<file path="config.mk">
export PLATFORM = sky130hd
export DESIGN_NAME = pdc_channel
export DESIGN_NICKNAME = d
export VERILOG_FILES = /design/src/hdl/pdc_channel.v
export VERILOG_INCLUDE_DIRS = /design/src /design/src/hdl
export SDC_FILE = /design/constraint.sdc
export NUM_CORES = 1
export LEC_CHECK = 0
export ABC_AREA = 1
export BUFFER_PORTS_ARGS = -buffer_cell sky130_fd_sc_hd__clkbuf_2
export CAP_MARGIN = 20
export CORE_ASPECT_RATIO = 1.75
export CORE_UTILIZATION = 56
export CTS_CLUSTER_DIAMETER = 120
export DETAILED_ROUTE_END_ITERATION = 8
export HOLD_SLACK_MARGIN = 0.06
export MAX_ROUTING_LAYER = met4
export PLACE_DENSITY = 0.92
export SLEW_MARGIN = 20
export SYNTH_ARGS = -nofsm -noshare
export SYNTH_HDL_FRONTEND = slang
export SYNTH_SLANG_ARGS = --single-unit
</file>
<file path="constraint.sdc">
create_clock -name core_clk_i -period 4 [get_ports core_clk_i]
set_input_delay 0 -clock core_clk_i [delete_from_list [all_inputs] [get_ports core_clk_i]]
set_output_delay 0 -clock core_clk_i [all_outputs]
set_load 0.1 [all_outputs]
</file>
<file path="src/hdl/pdc_consts.vh">
// Constants for the peripheral DMA channel pair.
// Assumes inclusion by the channel module only.
`ifndef PDC_CONSTS_VH
`define PDC_CONSTS_VH

`define PDC_ADDR_W       32
`define PDC_CNT_W        16
`define PDC_LIST_DISABLE 2'h0
`define PDC_LIST_ARRAY   2'h1
`define PDC_HTRANS_IDLE  2'h0
`define PDC_HTRANS_NSEQ  2'h2
`define PDC_HSIZE_BYTE   3'h0
`define PDC_HBURST_SGL   3'h0
`define PDC_RAM_BASE     32'h2000_0000
`define PDC_RAM_TOP      32'h2FFF_FFFF

`endif

</file>
<file path="src/hdl/pdc_channel.v">
// Peripheral DMA channel pair: a read channel and a write channel sharing one AHB master port.
// Assumes an AHB-Lite layer of a multilayer interconnect on core_clk_i, byte-addressed RAM.
`timescale 1ns/100ps
`default_nettype none
`include "pdc_consts.vh"

// Operation
// [RULE1] AHB master toward RAM, never flash; code still addresses flash, only flagging bus_error_o
// [RULE2] Independent read and write channels, own settings
// [RULE3] Read channel fetches exactly max_byte_count bytes
// [RULE4] Write channel never exceeds max_byte_count
// [RULE5] Transferred byte count readable after completion
// [RULE6] Software sizes write count to buffer
// [RULE7] Software loads valid buffer pointer first
// [RULE8] Bad addresses not blocked; error just reported
// [RULE9] Channel stalls until bus grants access
// [RULE10] Array-list mode selected by list register
// [RULE11] Next item follows previous, no link
// [RULE12] Item full after max_byte_count bytes
// [RULE13] Interconnect grants by fixed master priority
// [RULE14] End event once transfers have finished
// [RULE15] Byte-sized transfers keep neighbours untouched
// [RULE16] Settings captured when transfer starts
module pdc_channel #(
    parameter CNT_W = `PDC_CNT_W
) (
    input  wire             core_clk_i,        // System clock
    input  wire             rst_i,             // Sync reset, active high
    // Read channel settings and control
    input  wire [31:0]      rd_buffer_pointer_i, // Read buffer start address
    input  wire [CNT_W-1:0] rd_max_byte_count_i, // Bytes to fetch
    input  wire [1:0]       rd_list_i,           // Read list-mode select
    input  wire             rd_start_i,          // Start read transfer pulse
    output reg  [CNT_W-1:0] rd_transferred_byte_count_o, // Bytes fetched
    output reg              rd_busy_o,           // Read transfer running
    output reg              rd_end_o,            // Read end event pulse
    output reg  [7:0]       rd_data_o,           // Fetched byte to peripheral
    output reg              rd_valid_o,          // Fetched byte valid pulse
    // Write channel settings and control
    input  wire [31:0]      wr_buffer_pointer_i, // Write buffer start address
    input  wire [CNT_W-1:0] wr_max_byte_count_i, // Byte limit
    input  wire [1:0]       wr_list_i,           // Write list-mode select
    input  wire             wr_start_i,          // Start write transfer pulse
    input  wire             wr_stop_i,           // Peripheral finished producing
    input  wire [7:0]       wr_data_i,           // Byte from peripheral
    input  wire             wr_valid_i,          // Byte offered
    output reg              wr_ready_o,          // Byte accepted at the previous edge
    output reg  [CNT_W-1:0] wr_transferred_byte_count_o, // Bytes written
    output reg              wr_busy_o,           // Write transfer running
    output reg              wr_end_o,            // Write end event pulse
    output reg              bus_error_o,         // Sticky-free error pulse
    // AHB-Lite master
    output reg  [31:0]      haddr_o,             // Address
    output reg  [1:0]       htrans_o,            // Transfer type
    output reg              hwrite_o,            // Write enable
    output reg  [2:0]       hsize_o,             // Always byte
    output reg  [2:0]       hburst_o,            // Always single
    output reg  [31:0]      hwdata_o,            // Write data
    input  wire [31:0]      hrdata_i,            // Read data
    input  wire             hready_i,            // Transfer done / grant
    input  wire             hresp_i              // Error response
);

    localparam ST_IDLE = 2'h0;
    localparam ST_ADDR = 2'h1;
    localparam ST_DATA = 2'h2;
    // Counter step at full counter width
    localparam [CNT_W-1:0] CNT_ONE = {{(CNT_W-1){1'b0}}, 1'b1};

    reg [1:0]       st_q;
    reg             op_wr_q;        // Current bus op is a write
    reg [1:0]       lane_q;         // Byte lane of data phase
    // Captured settings
    reg [31:0]      rd_ptr_q;
    reg [CNT_W-1:0] rd_max_q;
    reg             rd_arr_q;
    reg [CNT_W-1:0] rd_item_q;
    reg [31:0]      wr_ptr_q;
    reg [CNT_W-1:0] wr_max_q;
    reg             wr_arr_q;
    reg [CNT_W-1:0] wr_item_q;
    reg [7:0]       wr_byte_q;
    reg             wr_have_q;      // Byte staged for writing
    reg             wr_stop_q;

    wire rd_want = rd_busy_o && (rd_transferred_byte_count_o != rd_max_q);
    wire wr_want = wr_busy_o && wr_have_q;
    wire wr_full = (wr_transferred_byte_count_o + {{(CNT_W-1){1'b0}}, wr_have_q}) >= wr_max_q;

    // Flash and other non-RAM space are still addressed, only flagged as an error
    function in_ram;
        input [31:0] a;
        begin
            in_ram = (a >= `PDC_RAM_BASE) && (a <= `PDC_RAM_TOP); // [RULE1]
        end
    endfunction

    always @(posedge core_clk_i) begin
        if (rst_i) begin
            st_q <= ST_IDLE;
            op_wr_q <= 1'b0;
            lane_q <= 2'h0;
            rd_ptr_q <= 32'h0000_0000;
            rd_max_q <= {CNT_W{1'b0}};
            rd_arr_q <= 1'b0;
            rd_item_q <= {CNT_W{1'b0}};
            wr_ptr_q <= 32'h0000_0000;
            wr_max_q <= {CNT_W{1'b0}};
            wr_arr_q <= 1'b0;
            wr_item_q <= {CNT_W{1'b0}};
            wr_byte_q <= 8'h00;
            wr_have_q <= 1'b0;
            wr_stop_q <= 1'b0;
            rd_transferred_byte_count_o <= {CNT_W{1'b0}};
            rd_busy_o <= 1'b0;
            rd_end_o <= 1'b0;
            rd_data_o <= 8'h00;
            rd_valid_o <= 1'b0;
            wr_ready_o <= 1'b0;
            wr_transferred_byte_count_o <= {CNT_W{1'b0}};
            wr_busy_o <= 1'b0;
            wr_end_o <= 1'b0;
            bus_error_o <= 1'b0;
            haddr_o <= 32'h0000_0000;
            htrans_o <= `PDC_HTRANS_IDLE;
            hwrite_o <= 1'b0;
            hsize_o <= `PDC_HSIZE_BYTE;
            hburst_o <= `PDC_HBURST_SGL;
            hwdata_o <= 32'h0000_0000;
        end else begin
            rd_end_o <= 1'b0;
            rd_valid_o <= 1'b0;
            wr_ready_o <= 1'b0;
            wr_end_o <= 1'b0;
            bus_error_o <= 1'b0;
            // Independent starts; settings latched only here
            if (rd_start_i && !rd_busy_o) begin // [RULE2]
                rd_ptr_q <= rd_buffer_pointer_i; // [RULE16]
                rd_max_q <= rd_max_byte_count_i; // [RULE16]
                rd_arr_q <= (rd_list_i == `PDC_LIST_ARRAY); // [RULE10]
                rd_item_q <= {CNT_W{1'b0}};
                rd_transferred_byte_count_o <= {CNT_W{1'b0}};
                rd_busy_o <= 1'b1;
            end
            if (wr_start_i && !wr_busy_o) begin // [RULE2]
                wr_ptr_q <= wr_buffer_pointer_i; // [RULE16]
                wr_max_q <= wr_max_byte_count_i; // [RULE16]
                wr_arr_q <= (wr_list_i == `PDC_LIST_ARRAY); // [RULE10]
                wr_item_q <= {CNT_W{1'b0}};
                wr_transferred_byte_count_o <= {CNT_W{1'b0}};
                wr_have_q <= 1'b0;
                wr_stop_q <= 1'b0;
                wr_busy_o <= 1'b1;
            end
            // Accept one byte from peripheral while room remains
            if (wr_busy_o && !wr_have_q && wr_valid_i && !wr_ready_o && !wr_full) begin // [RULE4]
                wr_byte_q <= wr_data_i;
                wr_have_q <= 1'b1;
                wr_ready_o <= 1'b1;
            end
            if (wr_busy_o && wr_stop_i) begin
                wr_stop_q <= 1'b1;
            end
            // Completion: reads done, or write limit/stop with nothing staged
            if (rd_busy_o && !rd_want && st_q == ST_IDLE) begin
                rd_busy_o <= 1'b0;
                rd_end_o <= 1'b1; // [RULE14]
            end
            // Array-list item ends when the item counter reaches the count
            if (wr_busy_o && !wr_have_q && st_q == ST_IDLE &&
                (wr_stop_q ||
                 (wr_arr_q ? wr_item_q : wr_transferred_byte_count_o) >= wr_max_q)) begin // [RULE4] [RULE12]
                wr_busy_o <= 1'b0;
                wr_end_o <= 1'b1; // [RULE14]
            end
            case (st_q)
                ST_IDLE: begin
                    // Read channel wins over write when both ask
                    if (rd_want) begin
                        op_wr_q <= 1'b0;
                        haddr_o <= rd_ptr_q; // [RULE3]
                        lane_q <= rd_ptr_q[1:0];
                        hwrite_o <= 1'b0;
                        htrans_o <= `PDC_HTRANS_NSEQ; // [RULE1]
                        hsize_o <= `PDC_HSIZE_BYTE; // [RULE15]
                        st_q <= ST_ADDR;
                    end else if (wr_want) begin
                        op_wr_q <= 1'b1;
                        haddr_o <= wr_ptr_q;
                        lane_q <= wr_ptr_q[1:0];
                        hwrite_o <= 1'b1;
                        htrans_o <= `PDC_HTRANS_NSEQ;
                        hsize_o <= `PDC_HSIZE_BYTE; // [RULE15]
                        st_q <= ST_ADDR;
                    end
                end
                ST_ADDR: begin
                    // Address held until granted; interconnect priority decides
                    if (hready_i) begin // [RULE9] [RULE13]
                        htrans_o <= `PDC_HTRANS_IDLE;
                        hwdata_o <= {4{wr_byte_q}}; // [RULE15]
                        st_q <= ST_DATA;
                    end
                end
                default: begin
                    if (hready_i) begin // [RULE9]
                        st_q <= ST_IDLE;
                        // Error reported, not prevented; count still advances
                        if (hresp_i || !in_ram(haddr_o)) begin
                            bus_error_o <= 1'b1; // [RULE8]
                        end
                        if (!op_wr_q) begin
                            rd_data_o <= hrdata_i[{lane_q, 3'b000} +: 8];
                            rd_valid_o <= 1'b1;
                            rd_ptr_q <= rd_ptr_q + 32'h0000_0001; // [RULE11]
                            rd_transferred_byte_count_o <=
                                rd_transferred_byte_count_o + CNT_ONE; // [RULE3] [RULE5]
                            if (rd_arr_q && rd_item_q + CNT_ONE == rd_max_q) begin
                                rd_item_q <= {CNT_W{1'b0}}; // [RULE12]
                                rd_busy_o <= 1'b0;
                                rd_end_o <= 1'b1; // [RULE14]
                            end else begin
                                rd_item_q <= rd_item_q + CNT_ONE;
                            end
                        end else begin
                            wr_have_q <= 1'b0;
                            wr_ptr_q <= wr_ptr_q + 32'h0000_0001; // [RULE11]
                            wr_transferred_byte_count_o <=
                                wr_transferred_byte_count_o + CNT_ONE; // [RULE5]
                            wr_item_q <= wr_item_q + CNT_ONE; // [RULE12]
                        end
                    end
                end
            endcase
        end
    end

endmodule
`default_nettype wire

</file>
## Word-level counts from Yosys, hierarchy flattened

Index checks and enable logic that the tools add are counted.

| storage, ports and cells | value |
|---|---|
| word-level logic and storage cells | 151 |
| output and inout bits | 120 |
| bits in registers | 261 |
| bits of input ports | 148 |

| cells by class | value |
|---|---|
| eq/ne operators | 7 |
| muxes and demuxes | 64 |
| shift operators | 1 |
| add/subtract/negate cells | 7 |
| bitwise logic cells | 3 |
| $lt $le $gt $ge | 4 |
| reduce and logical (&&, ||, !) cells | 37 |

Operators with widths:

| kind | count |
|---|---|
| $mux 32 | 10 |
| $mux 16 | 18 |
| $add 16x1->16 const B | 4 |
| $add 32x1->32 const B | 2 |
| $ge 16x16->1 | 2 |
| $ge 32x30->1 const B | 1 |
| $le 32x30->1 const B | 1 |
| $shiftx 32x6->8 | 1 |
| $mux 1 | 24 |
| $add 16x1->16 | 1 |
| $eq 16x16->1 | 1 |
| $mux 2 | 8 |
| $ne 16x16->1 | 1 |
| $logic_and 1x1->1 | 15 |
| $reduce_and 3->1 | 3 |
| $pmux 2 s2 | 2 |
| $reduce_bool 2->1 | 4 |
| $logic_not 1->1 | 7 |
| $eq 2x1->1 const B | 3 |
| $mux 3 | 2 |
| $reduce_and 2->1 | 2 |
| $reduce_or 2->1 | 2 |
| $reduce_or 4->1 | 1 |
| $ne 3x3->1 const B | 1 |
| 4 further kinds | 7 |

## Logic depth before layout (Yosys ltp)

| depth | value |
|---|---|
| depth after elaboration | 10 |
| mapped depth | 18 |
| depth with buffers taken out | 18 |

## Worst setup path before layout

Ideal clock, no wire load.

| timing path | value |
|---|---|
| kind | register to register |
| start | register wr_transferred_byte_count_o[0] |
| end | register wr_byte_q[7] |
| stages on the path, launching flop included | 16 |
| setup slack | 0.355 ns |
| clock period less this slack | 3.645 ns |
| data required time | 3.866 ns |
| data arrival time | 3.511 ns |
| setup time | 0.134 ns |
| path buffers | 0 |
| path through | dfxtp_1 > ha_1 > ha_1 > nand3_1 > nor2_1 > nand4_1 > xor2_1 > ha_1 > nand2_1 > inv_1 > nand2_1 > nand4_1 > a31oi_2 > nand2_1 > nand2_1 > a21oi_1 |

| on the way | value |
|---|---|
| word-level cells in the longest chain between the ends | 4 |

RTL lines:

| element | RTL line | RTL |
|---|---|---|
| from (decl) | pdc_channel.v:48 | `output reg [CNT_W-1:0] wr_transferred_byte_count_o,` |
| from (signal assigned) | pdc_channel.v:120 | `wr_transferred_byte_count_o <= {CNT_W{1'b0}};` |
| from (signal assigned) | pdc_channel.v:150 | `wr_transferred_byte_count_o <= {CNT_W{1'b0}};` |
| from (signal assigned) | pdc_channel.v:228 | `wr_transferred_byte_count_o <=` |
| $add 16x1->16 | pdc_channel.v:88 | `wire wr_full = (wr_transferred_byte_count_o + {{(CNT_W-1){1'b0}}, wr_have_q}) >= wr_max_q;` |
| $ge 16x16->1 | pdc_channel.v:88 |  |
| $logic_not 1->1 | pdc_channel.v:156 | `if (wr_busy_o && !wr_have_q && wr_valid_i && !wr_ready_o && !wr_full) begin` |
| $logic_and 1x1->1 | pdc_channel.v:156 |  |
| to (signal assigned) | pdc_channel.v:157 | `wr_byte_q <= wr_data_i;` |
| to (decl) | pdc_channel.v:82 | `reg [7:0] wr_byte_q;` |

No other way between the ends.
A chain may end at the register's enable or synchronous reset.

## Worst setup path in the final report

| timing path | value |
|---|---|
| start | register wr_transferred_byte_count_o[0] |
| end | register wr_byte_q[4] |

The elaborated chain is that of the path after synthesis.

==> reports/metrics.yaml <==
status: "complete, no violations"
worstSetupStartpoint: "wr_transferred_byte_count_o[0]"
cellPowerDensity_nw_per_um2: 386
synth-edff-count: 0
multi_input_area_um2: 7510
worstPathMaxFanout: 10
synth_ff_type: "dfxtp_1"
coreArea_um2: 23900
cp.required_ps: 4410
ios: 268
crit_type: "flip-flop to flip-flop"
cap_violations: 0
clock_latency_ps: 530
avgViaCountPerCell: 6.00
max_freq_ghz: 0.266
holdWs_ps: 140
antenna_found_initial: 1
seq_area_um2: 4620
cts_buffer_depth: 3
worst_clock_skew_ps: 11.8
vias: 16061
netlist.area_leader.share: 0.340
ys.warnings.count: 0
leakagePower_nw: 7.47
numCtsBuffers: 23
grt_max_degree: 76
io_buffer_count: 260
syn_to_final_growth_pct: 26.7
wl_met3_mm: 4.34
die_area_um2: 25000
gr-total-overflow: 0
rsz0062_at_grt: "no"
wl_met1_mm: 17.9
final_cell_area_um2: 17200
drc: 0
dr.max_layer_used: "met4"
htreeDepth: 1
met2WireLength_mm: 25.0
drv_slew: 0
total_power_w: 0.00666
hold_viol_final: 0
ant_nets: 0
drt-initial-drc-count: 2056
syn_area_per_cell_um2: 6.76
period_needed_ps: 3760
r2r_start: "wr_transferred_byte_count_o[0]"
drt_first_pass_iters: 8
postSynthCellCount: 2014
critPathLaunchType: "flip-flop"
grt_pass1_vias: 15454
post_synth_num_cell_types: 61
rows: 75
ys_ff_latch: 231
die_w_um: 120
fp.dieH_um: 208
hold_path_startpoint: "wr_start_i"
final_nets: 2537
cts_tree: "done"
finalWeightedCongestion: 1.03
grt_pass1_wl_mm: 79.3
yosysTopAreaCell: "dfxtp_1"
syn-cell-area_um2: 13600
placed_area_um2: 14900
peakVddDrop_mv: 0.373
drt_wl_total_mm: 51.0
min_path_type: "input port to flip-flop"
setup_viol: 0
drive_above_1_share: 0.160
num-fill-cells: 1858
synth-async-reset-ratio: 0
yosys-top-cells-area: "dfxtp_1 34%, nand2_1 10%, o21ai_0 8.5%"
fin_setup_tns_ps: 0
yosysSeqAreaShare: 0.340
r2r_setup_slack_ps: 240
initial_core_util: 0.569
relSlewSlack: 0.396
clock_sinks: 231
min_period_over_period: 0.939
cts_root_buf: "clkbuf_16"
endpoint_kind: "flip-flop"
worst_ep_arrival_time_ps: 4170
track_usage: 0.412
cts.clk_slew.worst_paths_ps: 60
tightest_slew_ps: 905
hpwl_mm: 34.1
wl_per_cell_um: 19.1
-- layout make-up --
cell class | count | area share
clock buffers | 33 | 0.0402
well taps | 308 | 0.0224
inverters | 247 | 0.0539
repair buffers | 425 | 0.170
diodes | 2 | 0.000290
multi-input cells | 1421 | 0.436
flip-flops and latches | 231 | 0.268
clock inverters | 8 | 0.00973
-- logic make-up (layout without fill, tap and decap cells) --
group           after synthesis  count (layout)  share of synthesized area
simple gates                812             812                      0.265
compound gates              516             516                      0.217
buf+inv                     368             713                      0.112
flops                       231             231                      0.340
fa+ha+maj                    40              40                     0.0368
xor+xnor                     39              39                     0.0251
mux                           7               7                    0.00515
other cells                   1               9                   0.000276
-- registers in the layout, summed over array words and instances, names as in the netlist, 2 cells and up --
name                         flops
rd_item_q                       16
wr_transferred_byte_count_o     16
rd_ptr_q                        32
rd_transferred_byte_count_o     16
wr_max_q                        16
haddr_o                         32
wr_item_q                       16
wr_ptr_q                        32
hwdata_o                         8
rd_data_o                        8
wr_byte_q                        8
rd_max_q                        16
st_q                             2
-- routing by layer --
layer  vias up  track usage
li1       7431            -
met1      7320        0.445
met2      1032        0.699
met3       278       0.0540
met4         0        0.271
met5         -            -
-- what timing repair did --
item	CTS	global route
buffers inserted	0	0
hold endpoints to repair	124	0
setup endpoints to repair	0	8
hold buffers	146	0
resized for setup	0	3
-- critical path, cell delays in order (launching register included) --
cell and delay (ps):
dfxtp_1 440, ha_1 240, ha_1 200, nand3_1 170, nor2_2 270, nand4_1 160
xor2_1 180, ha_1 260, nand2_1 80, inv_1 80, nand2_1 70, nand4_1 150
a31oi_4 320, nand2_2 220, nand2_1 140, a21oi_1 100, dlygate4sd3_1 580
-- synthesized netlist by cell type, types with 4 or more instances --
| library cell | n |
|---|---|
| nand3_1 | 129 |
| buf_4 | 31 |
| mux2i_1 | 7 |
| o22ai_1 | 8 |
| nor2_4 | 4 |
| o21ai_0 | 232 |
| o21ai_1 | 5 |
| o211ai_1 | 10 |
| nand3_2 | 9 |
| a32oi_1 | 12 |
| nand4_1 | 28 |
| a22oi_1 | 8 |
| inv_1 | 235 |
| a32o_1 | 4 |
| a311oi_1 | 5 |
| nor2_1 | 190 |
| a221oi_1 | 4 |
| dfxtp_1 | 231 |
| a31oi_1 | 42 |
| clkbuf_1 | 66 |
| o31ai_1 | 11 |
| nor4_1 | 6 |
| a211oi_1 | 12 |
| nand2_2 | 7 |
| nor2_2 | 13 |
| o32ai_1 | 4 |
| buf_2 | 17 |
| xnor2_1 | 18 |
| nand2_1 | 369 |
| ha_1 | 40 |
| xor2_1 | 21 |
| nor3_1 | 38 |
| inv_2 | 8 |
| a21oi_1 | 135 |
| buf_1 | 6 |
| o221ai_1 | 10 |
-- stage by stage --
step / utilization / worst slack, ps / std cells
2_1_floorplan: - / 355 / 2020
3_3_place_gp: 0.621 / 742 / 2485
3_5_place_dp: 0.621 / 622 / 2485
4_1_cts: 0.718 / 60.7 / 2672
5_1_grt: 0.720 / 7.29 / 2674
6_report: 0.720 / 243 / 2675
-- final timing paths --
| path | to | cells after the start |
|---|---|---|
| min reg2reg | haddr_o[28] | 2 |
| max | wr_byte_q[4] | 16 |
| min | wr_max_q[0] | 6 |
| max reg2reg | wr_byte_q[4] | 16 |
-- placed cells by master (no fill, tap or decap), drive strengths merged, types with 4 or more instances in the layout --
master	instances
o221ai	10
nor4	8
clkinv	7
nor3	42
nand2	376
o32ai	4
o31ai	11
inv	242
ha	40
nand4	29
a311oi	5
dlygate4sd3	146
a22oi	8
mux2i	7
bufinv	5
dfxtp	231
a32o	4
o211ai	10
buf	19
a32oi	12
a211oi	12
o21ai	237
o22ai	8
a21oi	136
nand3	139
nor2	207
clkbuf	293
a31oi	43
xor2	21
xnor2	18
conb	7
a221oi	4
-- where the power goes --
part | total [W] | switching [W] | internal [W]
sequential | 0.00264 | 0.000185 | 0.00245
clock | 0.00251 | 0.000989 | 0.00152
combinational | 0.00151 | 0.00110 | 0.000412
(Power assumes the default switching activity.)
